==> src/common/mcf_params.svh <==
// constants for the meter command interpreter: offsets, fields, limits
// assumes byte addressing on a 32-bit apb bus
`ifndef MCF_PARAMS_SVH
`define MCF_PARAMS_SVH
// ****************************************
// register byte offsets
// ****************************************
`define MCF_A_VALUE 8'h00
`define MCF_A_CMD 8'h04
`define MCF_A_CFG 8'h08
`define MCF_A_STORE 8'h0C
`define MCF_A_STATUS 8'h10
// ****************************************
// fields, limits and reset values
// ****************************************
`define MCF_VAL_NEG 31
`define MCF_CFG_SRC 4
`define MCF_CFG_LINE 24
`define MCF_STORE_GO 31
`define MCF_FULL_DIGITS 4'h7
`define MCF_CAL_LIMIT 24'h2191C0
`define MCF_HS_MAX_MS 20'h00004
`define MCF_FMT_RESET 3'h0
`define MCF_SRC_RESET 1'h0
`define MCF_CH_COMMA 8'h2C
`define MCF_CH_TAG 8'h42
`define MCF_CH_ZERO 8'h30
`endif

==> src/common/mcf_pkg.sv <==
// types shared by the meter command interpreter
// assumes nothing beyond a systemverilog compiler
package mcf_pkg;
    // command codes written to the command register
    typedef enum logic [2:0] {cmd_zero_offset, cmd_ref_temp,
        cal_high_point, cal_low_point, factory_restore,
        save_power_up_state} mcf_cmd_t;
    // output data formats
    typedef enum logic [2:0] {single_with_prefix, single_bare,
        buffer_prefix_location, buffer_location_only,
        buffer_prefix_only, buffer_bare} mcf_fmt_t;
    // token kinds on the output stream
    typedef enum logic [1:0] {kind_prefix, kind_reading, kind_char,
        kind_term} mcf_kind_t;
    // output stream states
    typedef enum logic [3:0] {st_idle, st_prefix, st_read, st_lcomma,
        st_ltag, st_dig2, st_dig1, st_dig0, st_sep, st_term} mcf_st_t;
endpackage : mcf_pkg

==> src/design/mcf_top.sv <==
// apb command interpreter: value entry, calibration, defaults, format
// assumes apb master on pclk; reading text supplied per token elsewhere
//
// Notes on behaviour
// - decimal or exponent notation gives same value
// - pad short entries with trailing zeros
// - entry also sets zero offset, reference temperature
// - selector picks first or second point
// - second point writes both constants
// - reject values above limit, flag error
// - calibrate only with protection switch unlocked
// - factory restore reloads defaults, now and later; a bus clear in the same cycle leaves range unchanged
// - factory restore keeps address and line frequency
// - save copies current settings to storage
// - format zero: prefix, tagged location
// - format one: bare reading, untagged location
// - formats two, three: whole buffer with locations
// - formats four, five: whole buffer, no locations
// - source selects converter or stored buffer
// - terminator per reading, or once per buffer
// - buffer format on converter: no terminator
// - no wraparound size with high-speed interval
// - format returns to default on reset, clear
// - bad high-speed combination: error, no start
`timescale 1ns/1ns
`include "mcf_params.svh"
module mcf_top import mcf_pkg::*; (
    // apb slave
    input wire logic pclk,
    input wire logic presetn,
    input wire logic psel,
    input wire logic penable,
    input wire logic pwrite,
    input wire logic [7:0] paddr,
    input wire logic [31:0] pwdata,
    output logic [31:0] prdata,
    output logic pready,
    output logic pslverr,
    // switch pin and bus clear
    input wire logic cal_unlock_pin,
    input wire logic dev_clear,
    // calibration storage
    output logic nv_cal_we,
    output logic [3:0] nv_cal_range,
    output logic [23:0] nv_cal_high,
    output logic [23:0] nv_cal_low,
    // power-up settings storage
    output logic nv_setup_we,
    output logic [15:0] nv_setup_image,
    // settings driven from the value entry
    output logic [24:0] zero_offset,
    output logic [24:0] ref_temp,
    // data store control
    output logic store_start,
    output logic wraparound_store_size,
    // output token stream
    input wire logic talk_req,
    input wire logic [8:0] buf_count,
    input wire logic out_ready,
    output logic out_valid,
    output mcf_kind_t out_kind,
    output logic [7:0] out_char,
    output logic [8:0] out_loc,
    output logic out_eoi,
    output logic invalid_option_error
);
    // ****************************************
    // state
    // ****************************************
    logic unlock_meta, unlock_s; // switch synchroniser
    logic [23:0] val_mag; // entered magnitude
    logic val_neg; // entered sign
    logic [3:0] val_digits; // digits held so far
    logic pad_busy; // padding in progress
    logic value_valid; // fresh value present
    logic high_pending; // first point taken
    mcf_fmt_t fmt; // output format
    logic src; // 1 = stored source
    logic [3:0] range; // range under calibration
    logic [4:0] bus_addr; // bus address
    logic line_freq; // mains frequency select
    logic [19:0] interval; // store interval, ms
    logic [8:0] size; // store size, 0 = wraparound
    mcf_st_t st, next_st; // stream state
    logic [11:0] bcd; // location digits
    // ****************************************
    // apb decode
    // ****************************************
    logic wr, wr_val, wr_cmd, wr_cfg, wr_sto, wr_stat, mapped;
    mcf_cmd_t cmd;
    logic cal_cmd, cal_ok, cmd_err, cfg_err, sto_err, val_err, err_set;
    logic [15:0] cur_image, fac_image;
    assign pready = !pad_busy;
    assign wr = psel && penable && pwrite && pready;
    assign cmd = mcf_cmd_t'(pwdata[2:0]);
    // address decode
    always_comb begin
        mapped = 1'b1;
        if (paddr == `MCF_A_VALUE) begin
            prdata = {val_neg, 3'h0, val_digits, val_mag};
        end else if (paddr == `MCF_A_CFG) begin
            prdata = {7'h00, line_freq, 3'h0, bus_addr, 4'h0, range,
                3'h0, src, 1'h0, fmt};
        end else if (paddr == `MCF_A_STORE) begin
            prdata = {3'h0, size, interval};
        end else if (paddr == `MCF_A_STATUS) begin
            prdata = {28'h0000000, pad_busy, high_pending, value_valid,
                invalid_option_error};
        end else if (paddr == `MCF_A_CMD) begin
            prdata = 32'h00000000;
        end else begin
            // unmapped: zero data, error answer
            prdata = 32'h00000000;
            mapped = 1'b0;
        end
    end
    assign pslverr = psel && penable && !mapped;
    assign wr_val = wr && paddr == `MCF_A_VALUE;
    assign wr_cmd = wr && paddr == `MCF_A_CMD;
    assign wr_cfg = wr && paddr == `MCF_A_CFG;
    assign wr_sto = wr && paddr == `MCF_A_STORE;
    assign wr_stat = wr && paddr == `MCF_A_STATUS;
    // ****************************************
    // error checks
    // ****************************************
    // selector decode
    assign cal_cmd = cmd == cal_high_point || cmd == cal_low_point;
    assign cal_ok = unlock_s && value_valid &&
        val_mag <= `MCF_CAL_LIMIT;
    always_comb begin
        cmd_err = 1'b0;
        if (wr_cmd) begin
            if (pwdata[2:0] > 3'h5) begin
                cmd_err = 1'b1;
            end else if (cal_cmd && !cal_ok) begin
                cmd_err = 1'b1;
            end else if (cmd == cal_low_point && !high_pending) begin
                cmd_err = 1'b1;
            end else if (!cal_cmd && cmd <= cmd_ref_temp) begin
                cmd_err = !value_valid;
            end
        end
    end
    assign cfg_err = wr_cfg && pwdata[2:0] > 3'h5;
    assign sto_err = wr_sto && pwdata[`MCF_STORE_GO] &&
        pwdata[28:20] == 9'h000 && pwdata[19:0] != 20'h00000 &&
        pwdata[19:0] <= `MCF_HS_MAX_MS;
    assign val_err = wr_val && (pwdata[27:24] == 4'h0 ||
        pwdata[27:24] > `MCF_FULL_DIGITS);
    assign err_set = cmd_err || cfg_err || sto_err || val_err;
    // sticky error, set beats a write-one clear
    always_ff @(posedge pclk or negedge presetn) begin
        if (!presetn) begin
            invalid_option_error <= 1'b0;
        end else if (err_set) begin
            invalid_option_error <= 1'b1;
        end else if (wr_stat && pwdata[0]) begin
            invalid_option_error <= 1'b0;
        end
    end
    // two-flop switch synchroniser
    always_ff @(posedge pclk or negedge presetn) begin
        if (!presetn) begin
            unlock_meta <= 1'b0;
            unlock_s <= 1'b0;
        end else begin
            unlock_meta <= cal_unlock_pin;
            unlock_s <= unlock_meta;
        end
    end
    // ****************************************
    // value entry
    // ****************************************
    // mantissa padded to full precision
    always_ff @(posedge pclk or negedge presetn) begin
        if (!presetn) begin
            val_mag <= 24'h000000;
            val_neg <= 1'b0;
            val_digits <= 4'h0;
            pad_busy <= 1'b0;
            value_valid <= 1'b0;
        end else if (wr_val && !val_err) begin
            val_mag <= pwdata[23:0];
            val_neg <= pwdata[`MCF_VAL_NEG];
            val_digits <= pwdata[27:24];
            pad_busy <= 1'b1;
            value_valid <= 1'b0;
        end else if (pad_busy) begin
            // one trailing zero per cycle
            if (val_digits < `MCF_FULL_DIGITS) begin
                val_mag <= 24'((val_mag << 3) + (val_mag << 1));
                val_digits <= val_digits + 4'h1;
            end else begin
                pad_busy <= 1'b0;
                value_valid <= 1'b1;
            end
        end else if (wr_cmd && cal_cmd) begin
            // a calibration uses the value up
            value_valid <= 1'b0;
        end
    end
    // value feeds zero offset and reference
    always_ff @(posedge pclk or negedge presetn) begin
        if (!presetn) begin
            zero_offset <= 25'h0000000;
            ref_temp <= 25'h0000000;
        end else if (wr_cmd && !cmd_err && cmd == cmd_zero_offset) begin
            zero_offset <= {val_neg, val_mag};
        end else if (wr_cmd && !cmd_err && cmd == cmd_ref_temp) begin
            ref_temp <= {val_neg, val_mag};
        end else if (wr_cmd && !cmd_err && cmd == factory_restore) begin
            zero_offset <= 25'h0000000;
            ref_temp <= 25'h0000000;
        end
    end
    // ****************************************
    // calibration
    // ****************************************
    // first point held, second writes both
    always_ff @(posedge pclk or negedge presetn) begin
        if (!presetn) begin
            high_pending <= 1'b0;
            nv_cal_we <= 1'b0;
            nv_cal_range <= 4'h0;
            nv_cal_high <= 24'h000000;
            nv_cal_low <= 24'h000000;
        end else begin
            nv_cal_we <= 1'b0;
            if (wr_cmd && !cmd_err && cmd == cal_high_point) begin
                nv_cal_high <= val_mag;
                nv_cal_range <= range;
                high_pending <= 1'b1;
            end else if (wr_cmd && !cmd_err && cmd == cal_low_point) begin
                nv_cal_low <= val_mag;
                nv_cal_we <= 1'b1;
                high_pending <= 1'b0;
            end
        end
    end
    // ****************************************
    // settings, defaults and store control
    // ****************************************
    assign cur_image = {2'h0, line_freq, bus_addr, range, src, fmt};
    // factory image keeps address and line setting
    assign fac_image = {2'h0, line_freq, bus_addr, 4'h0, `MCF_SRC_RESET,
        `MCF_FMT_RESET};
    // active settings
    always_ff @(posedge pclk or negedge presetn) begin
        if (!presetn) begin
            fmt <= mcf_fmt_t'(`MCF_FMT_RESET);
            src <= `MCF_SRC_RESET;
            range <= 4'h0;
            bus_addr <= 5'h00;
            line_freq <= 1'b0;
        end else if (dev_clear) begin
            fmt <= mcf_fmt_t'(`MCF_FMT_RESET);
            src <= `MCF_SRC_RESET;
        end else if (wr_cfg) begin
            if (!cfg_err) begin
                fmt <= mcf_fmt_t'(pwdata[2:0]);
            end
            src <= pwdata[`MCF_CFG_SRC];
            range <= pwdata[11:8];
            bus_addr <= pwdata[20:16];
            line_freq <= pwdata[`MCF_CFG_LINE];
        end else if (wr_cmd && cmd == factory_restore) begin
            fmt <= mcf_fmt_t'(`MCF_FMT_RESET);
            src <= `MCF_SRC_RESET;
            range <= 4'h0;
        end
    end
    // power-up image to storage
    always_ff @(posedge pclk or negedge presetn) begin
        if (!presetn) begin
            nv_setup_we <= 1'b0;
            nv_setup_image <= 16'h0000;
        end else begin
            nv_setup_we <= wr_cmd && (cmd == factory_restore ||
                cmd == save_power_up_state);
            if (wr_cmd && cmd == factory_restore) begin
                // factory image used at later power-ups
                nv_setup_image <= fac_image;
            end else if (wr_cmd && cmd == save_power_up_state) begin
                nv_setup_image <= cur_image;
            end
        end
    end
    // store setup and start
    always_ff @(posedge pclk or negedge presetn) begin
        if (!presetn) begin
            interval <= 20'h00000;
            size <= 9'h000;
            store_start <= 1'b0;
        end else begin
            // start only for a permitted combination
            store_start <= wr_sto && pwdata[`MCF_STORE_GO] && !sto_err;
            if (wr_sto) begin
                interval <= pwdata[19:0];
                size <= pwdata[28:20];
            end
        end
    end
    assign wraparound_store_size = size == 9'h000;
    // ****************************************
    // output stream
    // ****************************************
    logic pfx, locs, tag, whole, last, term_on, take, entry_done;
    assign pfx = fmt == single_with_prefix ||
        fmt == buffer_prefix_location || fmt == buffer_prefix_only;
    assign tag = fmt == single_with_prefix ||
        fmt == buffer_prefix_location;
    assign whole = fmt >= buffer_prefix_location;
    // locations only when reading the stored buffer
    assign locs = src && fmt <= buffer_location_only;
    assign last = !whole || !src || out_loc >= buf_count;
    assign term_on = !(whole && !src);
    assign take = out_valid && out_ready;
    assign entry_done = take &&
        (st == st_dig0 || (st == st_read && !locs));
    // next stream state
    always_comb begin
        next_st = st;
        case (st)
            st_idle: begin
                if (talk_req) begin
                    next_st = pfx ? st_prefix : st_read;
                end
            end
            st_prefix: next_st = st_read;
            st_read: begin
                if (locs) begin
                    next_st = st_lcomma;
                end else if (!last) begin
                    next_st = st_sep;
                end else begin
                    next_st = term_on ? st_term : st_idle;
                end
            end
            st_lcomma: next_st = tag ? st_ltag : st_dig2;
            st_ltag: next_st = st_dig2;
            st_dig2: next_st = st_dig1;
            st_dig1: next_st = st_dig0;
            st_dig0: begin
                if (!last) begin
                    next_st = st_sep;
                end else begin
                    next_st = term_on ? st_term : st_idle;
                end
            end
            st_sep: next_st = pfx ? st_prefix : st_read;
            default: next_st = st_idle;
        endcase
    end
    // stream state register
    always_ff @(posedge pclk or negedge presetn) begin
        if (!presetn) begin
            st <= st_idle;
        end else if (st == st_idle || take) begin
            st <= next_st;
        end
    end
    // location counter in binary and three bcd digits
    always_ff @(posedge pclk or negedge presetn) begin
        if (!presetn) begin
            out_loc <= 9'h001;
            bcd <= 12'h001;
        end else if (wr_cfg || (st == st_idle && talk_req && whole) ||
            (entry_done && last && whole)) begin
            out_loc <= 9'h001;
            bcd <= 12'h001;
        end else if ((take && st == st_sep) ||
            (entry_done && !whole && src)) begin
            if (!whole && out_loc >= buf_count) begin
                // single stored reads wrap to the first slot
                out_loc <= 9'h001;
                bcd <= 12'h001;
            end else begin
                out_loc <= out_loc + 9'h001;
                if (bcd[3:0] != 4'h9) begin
                    bcd[3:0] <= bcd[3:0] + 4'h1;
                end else if (bcd[7:4] != 4'h9) begin
                    bcd[3:0] <= 4'h0;
                    bcd[7:4] <= bcd[7:4] + 4'h1;
                end else begin
                    bcd[7:0] <= 8'h00;
                    bcd[11:8] <= bcd[11:8] + 4'h1;
                end
            end
        end
    end
    // token kind and literal character
    always_comb begin
        out_kind = kind_char;
        out_char = 8'h00;
        case (st)
            st_prefix: out_kind = kind_prefix;
            st_read: out_kind = kind_reading;
            st_term: out_kind = kind_term;
            st_lcomma: out_char = `MCF_CH_COMMA;
            st_sep: out_char = `MCF_CH_COMMA;
            st_ltag: out_char = `MCF_CH_TAG;
            st_dig2: out_char = `MCF_CH_ZERO | {4'h0, bcd[11:8]};
            st_dig1: out_char = `MCF_CH_ZERO | {4'h0, bcd[7:4]};
            st_dig0: out_char = `MCF_CH_ZERO | {4'h0, bcd[3:0]};
            default: out_char = 8'h00;
        endcase
    end
    assign out_valid = st != st_idle;
    assign out_eoi = st == st_term;
    // ****************************************
    // assertions
    // ****************************************
    a_cal_locked: assert property (@(posedge pclk) disable iff (!presetn)
        wr_cmd && cal_cmd && !unlock_s |=> invalid_option_error && !nv_cal_we)
        else $error("calibration taken while locked");
    a_cal_limit: assert property (@(posedge pclk) disable iff (!presetn)
        wr_cmd && cmd == cal_high_point && val_mag > `MCF_CAL_LIMIT
        |=> invalid_option_error && $stable(nv_cal_high))
        else $error("over-limit calibration value accepted");
    a_cal_write: assert property (@(posedge pclk) disable iff (!presetn)
        nv_cal_we |-> $past(wr_cmd) && $past(high_pending) &&
        !high_pending)
        else $error("constants written without both points");
    a_cal_fresh: assert property (@(posedge pclk) disable iff (!presetn)
        wr_cmd && cal_cmd && !value_valid |=> !nv_cal_we ##1 !nv_cal_we)
        else $error("calibration without fresh value");
    a_pad_full: assert property (@(posedge pclk) disable iff (!presetn)
        $rose(value_valid) |-> val_digits == `MCF_FULL_DIGITS)
        else $error("value marked valid before padding done");
    a_fmt_clear: assert property (@(posedge pclk) disable iff (!presetn)
        dev_clear |=> fmt == mcf_fmt_t'(`MCF_FMT_RESET))
        else $error("format not restored by clear");
    a_hs_reject: assert property (@(posedge pclk) disable iff (!presetn)
        sto_err |=> !store_start && invalid_option_error)
        else $error("forbidden store combination started");
    a_fac_keep: assert property (@(posedge pclk) disable iff (!presetn)
        wr_cmd && cmd == factory_restore && !dev_clear
        |=> $stable(bus_addr) && $stable(line_freq) &&
        nv_setup_we)
        else $error("factory restore disturbed address or line");
    a_no_term: assert property (@(posedge pclk) disable iff (!presetn)
        out_eoi |-> term_on)
        else $error("terminator sent on converter buffer format");
    a_prefix_use: assert property (@(posedge pclk) disable iff (!presetn)
        out_valid && out_kind == kind_prefix |-> pfx)
        else $error("prefix sent in a bare format");
endmodule : mcf_top

==> config.mk <==
export PLATFORM = sky130hd
export DESIGN_NAME = mcf_top
export DESIGN_NICKNAME = d
export VERILOG_FILES = /design/src/common/mcf_pkg.sv /design/src/design/mcf_top.sv
export VERILOG_INCLUDE_DIRS = /design/src /design/src/common
export SDC_FILE = /design/constraint.sdc
export NUM_CORES = 1
export LEC_CHECK = 0
export BUFFER_PORTS_ARGS = -buffer_cell sky130_fd_sc_hd__clkbuf_2
export CAP_MARGIN = 25
export CORE_ASPECT_RATIO = 0.6
export CORE_MARGIN = 1
export CORE_UTILIZATION = 50
export CTS_CLUSTER_DIAMETER = 30
export DETAILED_ROUTE_END_ITERATION = 8
export PLACE_DENSITY = 0.88
export REMOVE_ABC_BUFFERS = 1
export SLEW_MARGIN = 10
export SYNTH_ARGS = -nofsm -noshare
export SYNTH_HDL_FRONTEND = slang
export SYNTH_SLANG_ARGS = --single-unit
==> constraint.sdc <==
create_clock -name pclk -period 2.9 [get_ports pclk]
set_input_delay 0.58 -clock pclk [delete_from_list [all_inputs] [get_ports pclk]]
set_output_delay 0.58 -clock pclk [all_outputs]
set_load 0.005 [all_outputs]
==> metrics.md <==
| Metric | Value |
|---|---|
| Outcome | finished clean |
| DRC | 0 |
| Worst path bufs/invs | 5 |
| Worst Max-Slew Pin Slew | 0.592 ns |
| Clk buf depth | 3 |
| Final HPWL DP | 27.1 mm |
| Async SR Flop Fraction | 100% |
| Grt ovf | 0 |
| # setup viols final | 0 |
| Root Buffer | clkbuf_16 |
| CTS tree | done |
| Placer Congestion | 0.950 |
| Worst EP required | 2.32 ns |
| Crit path launch | paddr[1] |
| Core ar. | 22500 sq um |
| Cell area after layout | 15100 sq um |
| Slowest CP cell | or4_4 |
| Hold Vio Cnt, Final | 0 |
| Compound-Gate Fraction of Synth Area | 17.9% |
| CTS Sinks | 222 |
| Setup crit end kind | primary output |
| 1st-pass router iterations | 6 |
| # port buffers | 228 |
| PD cells | 610 nW/um^2 |
| CP endpoint | prdata[16] |
| Initial DRC count | 1011 |
| Dpl cell area | 13700 sq um |
| Post-synth top area cell | dfrtp_1 |
| Die Span X | 200 um |
| Fraction of final layout cells with drive strength greater than 1 | 35.2% |
| Post-Synth XOR/XNOR Area | 0.896% |
| Max_slew headroom | 60.4% |
| Number of synthesized register bits | 222 |
| Post-Syn Area | 11700 sq um |
| CTS HTree Levels | 2 |
| Min cycle time layout | 2.87 ns |
| Routed WL | 37.9 mm |
| Post-synthesis simple-gate area fraction | 14.7% |
| Die height | 121 um |
| Fillers | 1747 |
| Mean Syn Cell Area | 10.3 sq um |
| Final #Nets | 1522 |
| Top post-synthesis cells by area | dfrtp_1 47%, mux2_2 8.1%, o21ai_0 4.9% |
| First-pass GRT wire length | 58.5 mm |
| Post-CTS Hold Fix Bufs | 0 |
| Initial Util | 52.1% |
| Routed vias | 10700 |
| Critical path fanouts, max | 10 |
| Total clock buffers created by CTS | 38 |
| Setup Skew | 0.0213 ns |
| Post-route clock period utilization | 99.0% |
| Die area | 24100 sq um |
| Internal reg-to-reg setup slack | 0.08 ns |
| Antenna Violating Nets Remaining | 0 |
| Synth Instances | 1136 |
| CP arrival | 2.29 ns |
| I/O Pins | 236 |
| Max VDD drop | 0.399 mV |
| Worst r2r path cells | 12 |
| Unrepaired setup endpoints after global routing | yes |
| Total GRT Usage | 31.8% |
| Chain of cells forming the critical path | clkbuf_2 -> or4_4 -> or2_4 -> buf_4 -> buf_4 -> buf_4 -> nor2_1 -> clkbuf_2 |
| Antenna violations before repair | 0 |
| Min Hold Slack | 0.0152 ns |
| Pleak | 7.59 nW |
| Worst-skew pair later-pin latency | 0.53 ns |
| Number of vias per cell | 6.07 |
| Max cap viols | 0 |
| Worst-path clk slew | 0.06 ns |
| Post-synthesis adder-cell area fraction | 4.01% |
| Vias in the first global route | 10400 |
| Largest family of logic cells by synthesized area | compound AO/OA/AOI/OAI gates |
| Netlist cell types | 71 |
| Largest net degree at the start of global routing | 77 |
| Sequential fraction of the synthesis area | 47.4% |
| Max Freq | 0.348 GHz |
| ANT cells | 0 |
| Crit start category | input port |
| Critical path depth | 8 |
| Yosys top cell area share | 47.0% |
| Setup tns final | 0 ns |
| Cell class contributing the biggest share of worst-path delay | simple AND/OR/NAND/NOR gates |
| WL/cell | 21.4 um |
| Post-synthesis mux area share | 11.2% |
| Worst r2r src | out_loc[0] |
| FP Rows | 42 |
| Hold WC Path Type | in -> async |
| Most frequent CP cell | buf_4 |
| Synth warnings | 0 |
| Synth-to-Final Area Change | 28.6% |
| Slew Limit Fails | 0 |
| CP Class | in -> out |
| Worst flop-to-flop path endpoint | out_loc[1] |
| Post-synth top flop | dfrtp_1 |
| CP peak stage delay | 0.55 ns |
| Number of synthesized flops with an enable pin | 0 |
per-layer routing:
layer	part of all wire (%)	vias up	global-route usage, %
met5	0	-	0
li1	-	4737	-
met1	44	5290	46.4
met2	43	611	45.5
met3	11	83	8.26
met4	2.7	0	10.6
registers in the layout, indices dropped and copies added (netlist names), 9 cells and up:
name            count
out_loc             9
val_mag            24
bcd                12
ref_temp           25
nv_cal_low         24
zero_offset        25
nv_setup_image     14
size                9
interval           20
nv_cal_high        24
metrics by stage:
step / total power [mW] / setup WS, ns / std cells / util (%)
floorplan: 3.95 / -1.41 / 1071 / -
global placement: 4.47 / -0.105 / 1693 / 60.9
detailed placement: 4.52 / -0.152 / 1693 / 60.9
CTS: 9.23 / 0.0103 / 1765 / 67.0
global route: 9.53 / -0.0118 / 1765 / 67.1
finish: 9.20 / 0.0285 / 1765 / 67.1
cells in the mapped netlist, types with 9 or more instances:
cell type / n
o21ai_0: 115
dfrtp_1: 220
a22o_1: 34
nand3_1: 23
inv_1: 31
ha_1: 36
nor2_1: 60
buf_2: 11
nand2_1: 119
a22oi_1: 51
a21oi_1: 36
nor2b_1: 13
mux2_2: 84
nor3_1: 15
a32o_1: 9
clkbuf_1: 42
nand2b_1: 36
mux2_4: 18
and2_1: 10
and3_1: 13
nor4_1: 11
repair_timing:
action                                  in CTS  in global routing
setup buffers                                2                  0
endpoints found under the setup margin      18                 20
pin swaps                                    1                  1
gates resized for setup                      1                  5
layout by cell type (no fill, tap or decap), types with 7 or more instances in the layout:
cell / count
clkbuf_2: 227
dfrtp_1: 220
nand2_1: 119
o21ai_0: 114
mux2_2: 84
buf_4: 77
nor2_1: 60
a22oi_1: 51
clkbuf_16: 39
nand2b_1: 36
a21oi_1: 36
ha_1: 36
a22o_1: 34
inv_1: 31
nand3_1: 22
mux2_4: 18
nor3_1: 14
nor2b_1: 13
and3_1: 13
nor4_1: 11
and2_1: 10
buf_12: 9
a32o_1: 8
clkinv_2: 8
mux2i_1: 7
a221oi_1: 7
xor2_1: 7
a31oi_1: 7
o31ai_1: 7
report_power, final:
group	total, mW	internal, mW	switching, mW
registers	3.38	3.22	0.160
logic	1.12	0.482	0.643
clock network	4.70	3.03	1.68
cell type report:
class                      instances  area, sq um  share of cell area (%)
sequential                       222         5560                    36.9
timing repair buffer             316         1930                    12.8
tap                              308          385                    2.56
inverter                          31          116                   0.772
multi-input combinational        818         5740                    38.1
clock buffer                      42         1020                    6.74
clock inverter                    28          334                    2.22
worst register-to-register path: cells and delay by family (launching register included):
family          cells  cell delay, ns
compound gates      5            1.02
flops               1            0.52
fa+ha+maj           1            0.27
simple gates        2            0.32
buf+inv             4            0.60
kinds of logic after synthesis:
logic type,Yosys count
xor gates and xnor gates,12
muxes,111
DFF,222
and+or+nand+nor,338
AOI/OAI and AO/OA,315
other,1
buffers and inverters,100
adders and majority gates,37
worst min-delay path by stage:
| stage | slack (ns) | startpoint | endpoint | depth (start not counted) |
|---|---|---|---|---|
| finish | 0.02 | presetn | nv_cal_high[21] | 1 |
| global route | 0.07 | presetn | nv_cal_high[21] | 1 |
| CTS | 0.04 | presetn | nv_cal_high[21] | 1 |
| detailed placement | 0.44 | unlock_meta | unlock_s | 0 |
| global placement | 0.44 | unlock_meta | unlock_s | 0 |
| floorplan | 0.28 | presetn | bcd[10] | 0 |
(Power assumes the default switching activity.)
